### config.mk
export PLATFORM = sky130hd
export DESIGN_NAME = debug_link_register_select
export DESIGN_NICKNAME = d
export VERILOG_FILES = /design/src/hdl/debug_link_pkg.sv /design/src/hdl/debug_link_register_select.sv
export SDC_FILE = /design/constraint.sdc
export NUM_CORES = 1
export LEC_CHECK = 0
export ABC_AREA = 1
export BUFFER_PORTS_ARGS = -buffer_cell sky130_fd_sc_hd__buf_2
export CORE_MARGIN = 3
export CORE_UTILIZATION = 25
export CTS_CLUSTER_DIAMETER = 50
export DETAILED_ROUTE_END_ITERATION = 10
export GPL_ROUTABILITY_DRIVEN = 0
export MAX_ROUTING_LAYER = met4
export PLACE_DENSITY_LB_ADDON = 0.2
export SKIP_CTS_REPAIR_TIMING = 1
export SYNTH_ARGS = -nofsm -noshare
export SYNTH_HDL_FRONTEND = slang
export SYNTH_SLANG_ARGS = --single-unit
### constraint.sdc
create_clock -name clk -period 3.65 [get_ports clk]
set_clock_uncertainty 0.05 [all_clocks]
set_input_delay 0.1825 -clock clk [delete_from_list [all_inputs] [get_ports clk]]
set_output_delay 0.1825 -clock clk [all_outputs]
set_load 0.02 [all_outputs]
### src/hdl/debug_link_pkg.sv
/*
  shared constants for the two-wire debug link register selector:
  link addresses, unlock codes, flash command codes, reset values,
  frame counts and the frame state encoding.
  assumes nothing beyond a systemverilog compiler.
*/
package debug_link_pkg;
  // link data register addresses
  localparam logic [7:0] ADDR_PART_ID = 8'h00;
  localparam logic [7:0] ADDR_REVISION = 8'h01;
  localparam logic [7:0] ADDR_UNLOCK_CTRL = 8'h02;
  localparam logic [7:0] ADDR_PROG_PORT = 8'hBF;
  localparam logic [7:0] ADDR_CK_AUTO_CTRL = 8'hD2;
  localparam logic [7:0] ADDR_CK_COUNT = 8'hD3;
  localparam logic [7:0] ADDR_CK_CONTROL = 8'hCE;
  localparam logic [7:0] ADDR_CK_RESULT = 8'hDE;
  localparam logic [7:0] ADDR_CK_BIT_REVERSE = 8'hCF;
  localparam logic [7:0] ADDR_CK_INPUT = 8'hDD;
  // unlock sequence codes, written in this order
  localparam logic [7:0] UNLOCK_FIRST = 8'h02;
  localparam logic [7:0] UNLOCK_SECOND = 8'h01;
  // flash commands carried by the programming data port
  localparam logic [7:0] CMD_BLOCK_READ = 8'h06;
  localparam logic [7:0] CMD_BLOCK_WRITE = 8'h07;
  localparam logic [7:0] CMD_PAGE_ERASE = 8'h08;
  localparam logic [7:0] CMD_DEVICE_ERASE = 8'h03;
  // reset values and neutral read value
  localparam logic [7:0] RESET_BYTE = 8'h00;
  localparam logic [2:0] COUNT_RESET = 3'h0;
  // last bit index of the instruction field and of a data byte
  localparam logic [2:0] INSTR_LAST = 3'h1;
  localparam logic [2:0] BYTE_LAST = 3'h7;
  // frame states
  typedef enum logic [4:0] {
    ST_IDLE = 5'b00001,
    ST_INSTR = 5'b00010,
    ST_WDATA = 5'b00100,
    ST_LOAD = 5'b01000,
    ST_RDATA = 5'b10000
  } frame_state_e;
endpackage

### src/hdl/debug_link_register_select.sv
/*
  register selection and flash programming unlock behind a two-wire
  debug link: a link clock input from the programmer and a two-way data
  line. holds the link target address and the unlock control register,
  answers the identification and revision reads, and forwards accesses
  for the programming data port and checksum registers to the outside.
  assumes the link clock is much slower than clk (bench: 160 ns) and that
  ext_rdata is driven on clk, valid in the cycle ext_rd is high.
*/
// How it works
// - address register selects data read/write target
// - address 0x00 reads part identification, read-only
// - address 0x01 reads silicon revision, read-only
// - address 0x02 reaches unlock control register
// - address 0xBF reaches programming data port
// - six checksum addresses forward to checksum unit
// - part identification always returns fixed code
// - revision code set per silicon revision
// - programming port blocked until unlocked
// - unlock only on 0x02 then 0x01
// - unlocked state holds until system reset
// - link uses data line plus input clock
// - port carries flash commands, addresses, data
module debug_link_register_select #(
  parameter logic [7:0] PART_ID = 8'h5A, // arbitrary value
  parameter logic [7:0] SILICON_REVISION = 8'h00
) (
  input wire logic clk,
  input wire logic reset,
  input wire logic debug_clock_line,
  input wire logic debug_data_line_in,
  output logic debug_data_line_out,
  output logic debug_data_line_oe,
  output logic [7:0] ext_addr,
  output logic [7:0] ext_wdata,
  output logic ext_wr,
  output logic ext_rd,
  input wire logic [7:0] ext_rdata,
  output logic programming_enabled
);
  logic clk_sync1_reg, clk_sync2_reg, clk_prev_reg;
  logic data_sync1_reg, data_sync2_reg;
  logic link_edge;
  debug_link_pkg::frame_state_e state_reg;
  logic [2:0] count_reg;
  logic is_write_reg, is_addr_reg;
  logic [7:0] shift_reg;
  logic [7:0] link_target_address_reg;
  logic [7:0] programming_unlock_control_reg;
  logic unlock_armed_reg;
  logic [7:0] wdata_next;
  logic [7:0] read_value;
  logic wr_done, rd_start, ext_hit, ext_allowed;

  // two-flop synchronisers for both link pins, then a third flop for edges
  always_ff @(posedge clk)
  begin
    clk_sync1_reg <= debug_clock_line;
    clk_sync2_reg <= clk_sync1_reg;
    clk_prev_reg <= clk_sync2_reg;
    data_sync1_reg <= debug_data_line_in;
    data_sync2_reg <= data_sync1_reg;
  end

  // rising link clock edge seen in clk domain
  assign link_edge = clk_sync2_reg & ~clk_prev_reg;
  assign wdata_next = {data_sync2_reg, shift_reg[7:1]};
  assign wr_done = (state_reg == debug_link_pkg::ST_WDATA) && link_edge && (count_reg == debug_link_pkg::BYTE_LAST);
  assign rd_start = (state_reg == debug_link_pkg::ST_INSTR) && link_edge && (count_reg == debug_link_pkg::INSTR_LAST)
                    && !is_write_reg;

  // forwarded addresses: programming port and the checksum unit
  always_comb
  begin
    unique case (link_target_address_reg)
      debug_link_pkg::ADDR_PROG_PORT: ext_hit = 1'b1;
      debug_link_pkg::ADDR_CK_AUTO_CTRL, debug_link_pkg::ADDR_CK_COUNT,
      debug_link_pkg::ADDR_CK_CONTROL, debug_link_pkg::ADDR_CK_RESULT,
      debug_link_pkg::ADDR_CK_BIT_REVERSE, debug_link_pkg::ADDR_CK_INPUT: ext_hit = 1'b1;
      default: ext_hit = 1'b0;
    endcase
  end

  // the port stays shut until unlocked
  assign ext_allowed = ext_hit && ((link_target_address_reg != debug_link_pkg::ADDR_PROG_PORT)
                       || programming_enabled);

  // read data selection by the target address
  always_comb
  begin
    read_value = debug_link_pkg::RESET_BYTE;
    if (is_addr_reg)
      read_value = link_target_address_reg;
    else if (link_target_address_reg == debug_link_pkg::ADDR_PART_ID)
      read_value = PART_ID;
    else if (link_target_address_reg == debug_link_pkg::ADDR_REVISION)
      read_value = SILICON_REVISION;
    else if (link_target_address_reg == debug_link_pkg::ADDR_UNLOCK_CTRL)
      read_value = programming_unlock_control_reg;
    else if (ext_allowed)
      read_value = ext_rdata;
  end

  // frame sequencing: start bit low, write flag, address flag, byte
  always_ff @(posedge clk)
  begin
    if (reset)
    begin
      state_reg <= debug_link_pkg::ST_IDLE;
      count_reg <= debug_link_pkg::COUNT_RESET;
      is_write_reg <= 1'b0;
      is_addr_reg <= 1'b0;
    end
    else
    begin
      unique case (state_reg)
        debug_link_pkg::ST_IDLE:
          if (link_edge && !data_sync2_reg)
          begin
            state_reg <= debug_link_pkg::ST_INSTR;
            count_reg <= debug_link_pkg::COUNT_RESET;
          end
        debug_link_pkg::ST_INSTR:
          if (link_edge)
          begin
            count_reg <= count_reg + 3'h1;
            if (count_reg == debug_link_pkg::COUNT_RESET)
              is_write_reg <= data_sync2_reg;
            else
            begin
              is_addr_reg <= data_sync2_reg;
              count_reg <= debug_link_pkg::COUNT_RESET;
              state_reg <= is_write_reg ? debug_link_pkg::ST_WDATA : debug_link_pkg::ST_LOAD;
            end
          end
        debug_link_pkg::ST_WDATA:
          if (link_edge)
          begin
            count_reg <= count_reg + 3'h1;
            if (count_reg == debug_link_pkg::BYTE_LAST)
              state_reg <= debug_link_pkg::ST_IDLE;
          end
        debug_link_pkg::ST_LOAD:
          state_reg <= debug_link_pkg::ST_RDATA;
        debug_link_pkg::ST_RDATA:
          if (link_edge)
          begin
            count_reg <= count_reg + 3'h1;
            if (count_reg == debug_link_pkg::BYTE_LAST)
              state_reg <= debug_link_pkg::ST_IDLE;
          end
      endcase
    end
  end

  // shift register: lsb first in on writes, loaded then shifted on reads
  always_ff @(posedge clk)
  begin
    if (reset)
      shift_reg <= debug_link_pkg::RESET_BYTE;
    else if (state_reg == debug_link_pkg::ST_WDATA && link_edge)
      shift_reg <= wdata_next;
    else if (state_reg == debug_link_pkg::ST_LOAD)
      shift_reg <= read_value;
    else if (state_reg == debug_link_pkg::ST_RDATA && link_edge)
      shift_reg <= {1'b0, shift_reg[7:1]};
  end

  // data line driver: drives during the read byte only
  always_ff @(posedge clk)
  begin
    if (reset)
    begin
      debug_data_line_out <= 1'b0;
      debug_data_line_oe <= 1'b0;
    end
    else if (state_reg == debug_link_pkg::ST_LOAD)
    begin
      debug_data_line_out <= read_value[0];
      debug_data_line_oe <= 1'b1;
    end
    else if (state_reg == debug_link_pkg::ST_RDATA && link_edge)
    begin
      debug_data_line_out <= shift_reg[1];
      if (count_reg == debug_link_pkg::BYTE_LAST)
        debug_data_line_oe <= 1'b0;
    end
  end

  // link target address register
  always_ff @(posedge clk)
  begin
    if (reset)
      link_target_address_reg <= debug_link_pkg::RESET_BYTE;
    else if (wr_done && is_addr_reg)
      link_target_address_reg <= wdata_next;
  end

  // unlock control register and its two-step sequence
  always_ff @(posedge clk)
  begin
    if (reset)
    begin
      programming_unlock_control_reg <= debug_link_pkg::RESET_BYTE;
      unlock_armed_reg <= 1'b0;
      programming_enabled <= 1'b0;
    end
    else if (wr_done && !is_addr_reg && link_target_address_reg == debug_link_pkg::ADDR_UNLOCK_CTRL)
    begin
      programming_unlock_control_reg <= wdata_next;
      unlock_armed_reg <= (wdata_next == debug_link_pkg::UNLOCK_FIRST);
      if (unlock_armed_reg && wdata_next == debug_link_pkg::UNLOCK_SECOND)
        programming_enabled <= 1'b1;
    end
  end

  // forwarded strobes toward programming port and checksum unit
  always_ff @(posedge clk)
  begin
    if (reset)
    begin
      ext_wr <= 1'b0;
      ext_rd <= 1'b0;
      ext_wdata <= debug_link_pkg::RESET_BYTE;
    end
    else
    begin
      ext_wr <= wr_done && !is_addr_reg && ext_allowed;
      ext_rd <= rd_start && !data_sync2_reg && ext_allowed;
      if (wr_done && !is_addr_reg)
        ext_wdata <= wdata_next;
    end
  end

  assign ext_addr = link_target_address_reg;
endmodule

==> reports/qor.yml, run 1 <==
synth:
  synth.top_cell.area_share: 0.4302
  ys_warn_count: 0
  ys_types: 28
  synth_xor_area_frac: 0
  synth_compound_area_frac: 0.1836
  yosysTopAreaCell: "dfxtp_1"
  synth_seq_area_share: 0.4302
  synth_fa_ha_area_frac: 0.02068
  syn_area_per_cell_um2: 7.138
  synth_mux_area_frac: 0
  synth_seq_cells: 52
  syn_nets: 355
  synth_top_family_by_area: "simple AND/OR/NAND/NOR gates"
  synth_area_leaders: "dfxtp_1 (43%), nand2_1 (13%), a21oi_1 (8.1%)"
  syn_inst: 339
  synth_area_um2: 2420
  synth-simple-area-share: 0.2766
floorplan:
  ioPinCount: 33
  rows: 35
  die_w_um: 104.4
  die_area_um2: 10900
  core_um2: 9328
  die_y_um: 104.4
  start_util: 0.2594
setup_path:
  worstPathRequired_ns: 3.77
  worst-setup-path-type: "register to register"
  startpoint_type: "register"
  crit_path_max_fanout: 15
  arrival_ns: 2.19
  cp-end-kind: "register"
cells_and_area:
  syn_to_final_growth_pct: 16.65
  multi_input_area_um2: 1164
  antenna_cells: 0
  fin_area_um2: 2823
  fill_cells: 1029
  stdcell_count: 500
  nets: 386
  drive_gt1_frac: 0.1509
  regArea_um2: 1041
  utilization: 0.3026
clock_tree:
  cts_tree: "done"
  clkSinkCount: 52
  clk_latency_ns: 0.30
  cts_inserted_buffers: 5
  htreeDepth: 2
  cts-root-buf: "clkbuf_8"
  clock_path_buffers: 2
  clkTransAtPathRegs_ns: 0.10
timing:
  final.period_utilization: 0.5659
  timing.final.crit_period_ns: 2.066
  tightest_slew_ns: 0.6979
  hold_viol_final: 0
  maxSlewViolCount: 0
  tns_ns: 0
  slew-limit-headroom: 0.5316
  fmax_mhz: 484.1
  hold_slack_ns: 0.2552
  setup_viol: 0
  rsz0062_at_grt: "false"
route:
  dr.pass1.iters: 4
  dr_total_vias: 2205
  wire_per_inst_um: 13.03
  wirelength_um: 6517
  drc_errors: 0
  first_iter_violations: 135
  vias_per_cell: 4.410
  drtAntennaViolNets: 0
placed_design:
  placed_cell_area_um2: 2688
  port_buffers: 32
  hpwl_um: 4993
  dp.cells: 490
grt:
  grt_util_met1: 0.1830
  grt_use_met3: 0.01490
  antenna_found_initial: 0
  globalRoute.totalOverflow: 0
  grt_use_total: 0.1286
  grt_pass1_wl_um: 11110
  grt_pass1_vias: 2147
  grt_max_degree: 26
  busiest_layer: "met2"
  use_met2: 0.1933
power_and_ir_drop:
  p_leak_nw: 1.249
  ir_drop_mv: 0.1526
  p_per_area_nw_per_um2: 440.3
min_path:
  holdCritPathClass: "primary input to register"
flow_run:
  maxCapViolations: 0
run_status:
  status: "completed"
## cells by family (layout without fill, tap and decap cells)
family / Yosys count / in the layout
AOI/OAI and AO/OA: 82 / 82
DFF: 52 / 52
and+or+nand+nor: 148 / 148
adders and majority gates: 4 / 4
buffers and inverters: 53 / 85
## final timing paths
check	from	endpoint	slack, ns	cells past startpoint
worst max-delay path	state_reg[0]	shift_reg[7]	1.58	8
worst min-delay path	reset	state_reg[1]	0.26	2
worst max register to register	state_reg[0]	shift_reg[7]	1.58	8
worst min register to register	clk_sync1_reg	clk_sync2_reg	0.29	0
## synth_stat cells (all sizes together)
| cell | number |
|---|---|
| o21ai | 30 |
| buf | 4 |
| nor3 | 4 |
| nand4 | 14 |
| clkbuf | 6 |
| a31oi | 2 |
| a21oi | 41 |
| nand3 | 9 |
| ha | 4 |
| nor4 | 3 |
| a211oi | 8 |
| dfxtp | 52 |
| inv | 43 |
| a311oi | 1 |
| nand2 | 84 |
| nor2 | 34 |
## layout by cell type (no fill, tap or decap), types with 2 or more instances in the layout
cell and count:
o21ai_0 29, nand4_1 14, a21oi_2 2, ha_1 4, dlygate4sd3_1 2, nand3_1 8
a21oi_1 39, inv_2 4, a211oi_1 8, nor3_1 3, dfxtp_1 52, clkbuf_8 5
nand2_1 81, nor4_1 3, buf_2 32, nor2_1 29, inv_1 39, a31oi_1 2
nor2_2 3, nand2_2 3
## worst max-delay path, cell delays in order (launching register included)
cell and delay [ns]:
dfxtp_1 0.34, nor2_2 0.17, nand4_1 0.51, nand2_1 0.22, inv_1 0.07, nand2_1 0.28
nor2_1 0.07, a21oi_1 0.14, a21oi_1 0.08
## cell type report
class / instances / share of cell area
clock buffers: 5 / 0.02438
clock inverters: 3 / 0.01640
inverters: 43 / 0.05718
multi-input cells: 234 / 0.4122
flip-flops and latches: 52 / 0.3688
well taps: 129 / 0.05718
repair buffers: 34 / 0.06383
## power breakdown
part / switching, W / total (W) / leakage [nW] / internal, W
logic: 0.000148 / 0.000210 / 0.772 / 0.0000619
registers: 0.0000250 / 0.000622 / 0.422 / 0.000597
clock network: 0.000204 / 0.000411 / 0.0548 / 0.000207
total: 0.000377 / 0.00124 / 1.25 / 0.000866
## stage by stage
stage	total power, W	setup WS (ns)
floorplan	0.0007839	2.031
global route	0.001316	1.307
detailed placement	0.0008422	1.598
finish	0.001243	1.584
CTS	0.001252	1.570
global placement	0.0008449	1.604
## routing by layer
metal | vias up | routed length (µm)
met1 | 994 | 3401
met4 | 0 | 57
met2 | 27 | 2939
met5 | - | 0
li1 | 1180 | -
met3 | 4 | 119
Note: power is estimated with default switching activity, not from simulation.
==> inputs of run 2 (changes only) <==
==> constraint.sdc (replaced) <==
create_clock -name clk -period 1.9 [get_ports clk]
set_clock_uncertainty 0.05 [all_clocks]
set_input_delay 0.095 -clock clk [delete_from_list [all_inputs] [get_ports clk]]
set_output_delay 0.095 -clock clk [all_outputs]
set_load 0.02 [all_outputs]
==> run 2 against run 1 <==
  * Setup slack worse by 1.4 ns
  * Die area stayed put
  * Combinational power grew 91%
  * Maximum frequency grew 18%
  * Worst hold slack worse by 0.24 ns
  * Global-route usage fell by 0.23 points
  * Critical path type unchanged
  * Critical endpoint is now programming_unlock_control_reg[6]
  * Highest routed layer unchanged
==> reports/qor.yml, run 2 (same netlist as run 1, synthesis figures left out) <==
route:
  dr.pass1.iters: 4
  wirelength_um: 6644
  dr_total_vias: 2295
  first_iter_violations: 126
  vias_per_cell: 4.482
  wire_per_inst_um: 12.98
  drc_errors: 0
  drtAntennaViolNets: 0
floorplan:
  ioPinCount: 33
  rows: 35
  die_area_um2: 10900
  start_util: 0.2594
  die_w_um: 104.4
  die_y_um: 104.4
  core_um2: 9328
clock_tree:
  cts_inserted_buffers: 5
  cts_tree: "done"
  clkSinkCount: 52
  htreeDepth: 2
  clkTransAtPathRegs_ns: 0.11
  clock_path_buffers: 2
  clk_latency_ns: 0.31
  cts-root-buf: "clkbuf_8"
setup_path:
  crit_path_max_fanout: 9
  critical_path.top_delay_family: "simple AND/OR/NAND/NOR gates"
  startpoint_type: "register"
  slowest_delay_ns: 0.35
  crit_buf_inv: 0
  worstPathRequired_ns: 2.07
  worst-setup-path-type: "register to register"
  cp-end-kind: "register"
  cp_common_cell: "nor2_2"
  arrival_ns: 1.93
  path_cells: "nor2_2 > nand4_1 > nor2_2 > nand3_2 > nor2_8 > nor2_1 > a211oi_1"
  crit_slowest_cell: "dfxtp_1"
grt:
  grt_max_degree: 23
  grt_use_total: 0.1263
  antenna_found_initial: 0
  grt_pass1_vias: 2136
  globalRoute.totalOverflow: 0
  grt_pass1_wl_um: 10810
timing:
  hold_viol_final: 0
  timing.final.crit_period_ns: 1.757
  final.period_utilization: 0.9248
  tns_ns: 0
  maxSlewViolCount: 0
  setup_viol: 0
  fmax_mhz: 569.1
  tightest_slew_ns: 0.3294
  slew-limit-headroom: 0.7799
  rsz0062_at_grt: "false"
placed_design:
  placed_cell_area_um2: 2770
  hpwl_um: 5089
  port_buffers: 32
power_and_ir_drop:
  p_int_w: 0.001544
  pwr-share-clk: 0.296
  pwr-share-comb: 0.178
  p_leak_nw: 1.298
  switching_share: 0.3175
  p_seq_frac: 0.526
  p_per_area_nw_per_um2: 781.0
  ir_drop_mv: 0.2731
  p_sw_w: 0.0007182
min_path:
  holdCritPathClass: "primary input to register"
cells_and_area:
  fin_area_um2: 2897
  nets: 398
  drive_gt1_frac: 0.1775
  antenna_cells: 0
  syn_to_final_growth_pct: 19.70
  fill_cells: 1018
  layout_commonest_cell: "nand2_1"
  final_cell_mix: "nand2_1 (81), dfxtp_1 (52), inv_1 (39), a21oi_1 (39), buf_2 (32)"
run_status:
  status: "completed"
flow_run:
  maxCapViolations: 0
run 2: cell count changes in the layout (fill, tap and decap cells not counted), sizes merged:
| cell | previous run | this run |
|---|---|---|
| buf | 32 | 43 |
| bufinv | 1 | 0 |
| clkinv | 0 | 2 |
| clkinvlp | 1 | 0 |
| nor2 | 34 | 35 |
run 2: layout make-up:
| class | instances | area [µm²] | area share |
|---|---|---|---|
| multi-input combinational | 235 | 1175 | 0.4056 |
| clock buffer | 5 | 68.82 | 0.02376 |
| clock inverter | 3 | 26.28 | 0.009071 |
| timing repair buffer | 45 | 262.8 | 0.09071 |
| tap | 129 | 161.4 | 0.05572 |
| inverter | 43 | 161.4 | 0.05572 |
| sequential | 52 | 1041 | 0.3594 |
run 2: worst paths after layout:
| path | from | end | slack (ns) | depth (start not counted) |
|---|---|---|---|---|
| worst max-delay path | state_reg[0] | programming_unlock_control_reg[6] | 0.14 | 7 |
| worst min-delay path | reset | state_reg[0] | 0.02 | 3 |
| worst max register to register | state_reg[0] | programming_unlock_control_reg[6] | 0.14 | 7 |
| worst min register to register | clk_sync1_reg | clk_sync2_reg | 0.29 | 0 |
run 2: routing by layer:
layer | global-route usage | vias to the layer above | part of all wire
li1 | - | 1204 | -
met1 | 0.1724 | 1018 | 0.51
met2 | 0.1877 | 61 | 0.43
met3 | 0.02669 | 12 | 0.045
met4 | 0.03704 | 0 | 0.017
met5 | - | - | 0
run 2: worst register-to-register path: stages, from the launching register on:
cell and delay (ns):
dfxtp_1 0.35, nor2_2 0.16, nand4_1 0.16, nor2_2 0.21, nand3_2 0.26, nor2_8 0.25
nor2_1 0.06, a211oi_1 0.17
run 2: power groups by stage:
stage / clock [W] / sequential (W) / combinational, W
floorplan: 0 / 0.00121 / 0.000298
global placement: 0 / 0.00122 / 0.000397
detailed placement: 0 / 0.00122 / 0.000399
CTS: 0.000697 / 0.00119 / 0.000401
global route: 0.000751 / 0.00120 / 0.000466
finish: 0.000669 / 0.00119 / 0.000402
run 2: stage by stage:
stage	utilization	hold slack (ns)	power [W]	cells	worst slack, ns
floorplan	-	0.07272	0.001506	339	0.2811
global placement	0.2970	0.1499	0.001613	501	0.1781
detailed placement	0.2970	0.1490	0.001615	501	0.1563
CTS	0.3072	-0.1864	0.002288	509	0.1274
global route	0.3105	0.04461	0.002418	512	0.005615
finish	0.3105	0.01662	0.002262	512	0.1430
==> inputs of run 3 (changes only) <==
--- a/config.mk
+++ b/config.mk
@@ -5,7 +5,6 @@
 export SDC_FILE = /design/constraint.sdc
 export NUM_CORES = 1
 export LEC_CHECK = 0
-export ABC_AREA = 1
 export BUFFER_PORTS_ARGS = -buffer_cell sky130_fd_sc_hd__buf_2
 export CORE_MARGIN = 3
 export CORE_UTILIZATION = 25
==> run 3 against run 2 <==
  * The flow now finishes with violations (negative hold slack)
  * Clock power is 27% higher
  * Core utilization is 4.2 points higher
  * Cell area is 15% higher
  * Combinational power is 57% lower
  * Setup slack worse by 0.13 ns
  * Highest routed layer unchanged
  * Critical path depth is 1 lower
  * Via count is 3.1% lower
  * Synthesized area is 3.0% higher
  * Cell count is 7.4% lower
==> reports/qor.yml, run 3 <==
synth:
  ys_warn_count: 0
  synth_fa_ha_area_frac: 0.02008
  synth_xor_area_frac: 0.003514
  synth_seq_area_share: 0.4177
  syn_nets: 289
  syn_inst: 273
  synth_common_cells: "dfxtp_1 (52), nor2_1 (35), mux2i_1 (30), nand2_1 (21), a21oi_1 (15)"
  synth_most_common_cell: "dfxtp_1"
  synth_area_um2: 2492
  yosysTopAreaCell: "dfxtp_1"
  synth_edf_count: 0
  synth_top_flop_cell: "dfxtp_1"
  synth.top_cell.area_share: 0.4177
  async_flop_share: 0
  syn_area_per_cell_um2: 9.130
  ys_types: 51
  synth_top_family_by_area: "simple AND/OR/NAND/NOR gates"
  synth_seq_cells: 52
  synth_area_leaders: "dfxtp_1 (42%), mux2i_1 (12%), nor2_1 (5.3%)"
  synth_compound_area_frac: 0.1521
  synth-simple-area-share: 0.2490
  synth_mux_area_frac: 0.1205
cells_and_area:
  fill_cells: 1027
  layout_commonest_cell: "dfxtp_1"
  drive_gt1_frac: 0.3188
  antenna_cells: 0
  nets: 360
  multi_input_area_um2: 1400
  syn_to_final_growth_pct: 33.79
  final_cell_mix: "dfxtp_1 (46), buf_4 (44), nor2_1 (35), buf_2 (32), mux2i_1 (30)"
  regArea_um2: 1056
  utilization: 0.3525
run_status:
  status: "finished with violations"
  failed_checks: "negative hold slack"
grt:
  antenna_found_initial: 0
  grt_use_total: 0.1329
  grt_max_degree: 21
  grt_pass1_wl_um: 11390
  globalRoute.totalOverflow: 0
  grt_pass1_vias: 2169
clock_tree:
  htreeDepth: 2
  clkTransAtPathRegs_ns: 0.10
  clock_path_buffers: 2
  cts-root-buf: "clkbuf_8"
  cts_inserted_buffers: 5
  cts_tree: "done"
  clk_latency_ns: 0.31
  clkSinkCount: 52
floorplan:
  ioPinCount: 33
  core_um2: 9459
  die_w_um: 105.8
  die_area_um2: 11200
  rows: 35
  die_y_um: 105.8
  start_util: 0.2635
timing:
  maxSlewViolCount: 0
  fmax_mhz: 529.1
  setup_viol: 0
  hold_slack_ns: -0.01212
  slew-limit-headroom: 0.7047
  final.period_utilization: 0.9947
  finalWorstSetupSlack_ns: 0.01004
  hold_viol_final: 2
  timing.final.crit_period_ns: 1.890
  rsz0062_at_grt: "true"
  tightest_slew_ns: 0.4430
route:
  drtAntennaViolNets: 0
  dr_total_vias: 2224
  drc_errors: 0
  wirelength_um: 7123
  vias_per_cell: 4.692
  wire_per_inst_um: 15.03
  first_iter_violations: 167
  dr.pass1.iters: 4
setup_path:
  startpoint_type: "register"
  arrival_ns: 2.03
  slowest_delay_ns: 0.57
  path_cells: "or4_4 > nor3_2 > and4bb_1 > buf_12 > mux2i_1 > nor2_1"
  critical_path.top_delay_family: "simple AND/OR/NAND/NOR gates"
  cp-end-kind: "register"
  crit_slowest_cell: "or4_4"
  worstPathRequired_ns: 2.04
  worst-setup-path-type: "register to register"
  crit_path_max_fanout: 10
  crit_buf_inv: 1
power_and_ir_drop:
  p_per_area_nw_per_um2: 641.2
  p_leak_nw: 1.490
  ir_drop_mv: 0.4838
flow_run:
  maxCapViolations: 0
placed_design:
  hpwl_um: 5277
  place_worst_setup_slack_ns: -0.04028
  port_buffers: 32
min_path:
  holdCritPathClass: "primary input to register"
run 3: cell types whose count changed after synthesis, sizes merged, moves of 5 or more:
cell    previous run  this run
a211oi             8         3
a21o               0         5
a21oi             41        16
a22o               0         5
and2               0         5
clkbuf             6        13
inv               43         5
mux2i              0        30
nand2             84        21
nand4             14         8
o21ai             30         2
run 3: final cells by class:
cell class	count	share of cell area
Clock buffer	7	0.02927
Clock inverter	1	0.009006
Inverter	5	0.005629
Multi-Input combinational cell	199	0.4199
Sequential cell	52	0.3167
Tap cell	129	0.04841
Timing Repair Buffer	81	0.1711
run 3: layer usage:
layer	vias up	routed length, µm	share of wire	track usage
met3	6	208	0.029	0.02511
met2	34	3226	0.45	0.2008
met5	-	0	0	-
met1	1057	3581	0.50	0.1817
met4	0	108	0.015	0.03700
li1	1127	-	-	-
run 3: worst min-delay path: stages:
cell and delay (ns):
buf_2 0.09, nand4_1 0.07, nand2_1 0.06
run 3: final timing paths:
path	from	to	slack [ns]	cells after the start
max	ext_addr[2]	programming_unlock_control_reg[2]	0.01	6
min	ext_rdata[2]	shift_reg[2]	-0.01	3
max reg2reg	ext_addr[2]	programming_unlock_control_reg[2]	0.01	6
min reg2reg	clk_sync1_reg	clk_sync2_reg	0.29	0
run 3: metrics by stage:
stage	std cells	instance area (µm²)	power, W	setup TNS, ns
detailed placement	462	3141	0.001312	-0.1512
global placement	462	3141	0.001311	-0.01892
finish	474	3334	0.002138	0
global route	474	3334	0.002241	-0.5076
CTS	470	3268	0.002161	-0.2479
floorplan	273	2539	0.001232	-0.2634
run 3: cells by family after synthesis:
family	after synthesis
flip-flops	52
multiplexers	30
buffers and inverters	22
AND/OR/NAND/NOR	115
adder cells (fa/ha/maj)	4
XOR/XNOR	1
AO/OA/AOI/OAI	49
run 3: power breakdown:
part	leakage, nW	total, W	switching (W)	internal [W]
Combinational	1.00	0.000172	0.0000971	0.0000753
Clock	0.0636	0.000850	0.000376	0.000474
Sequential	0.425	0.00112	0.0000147	0.00110
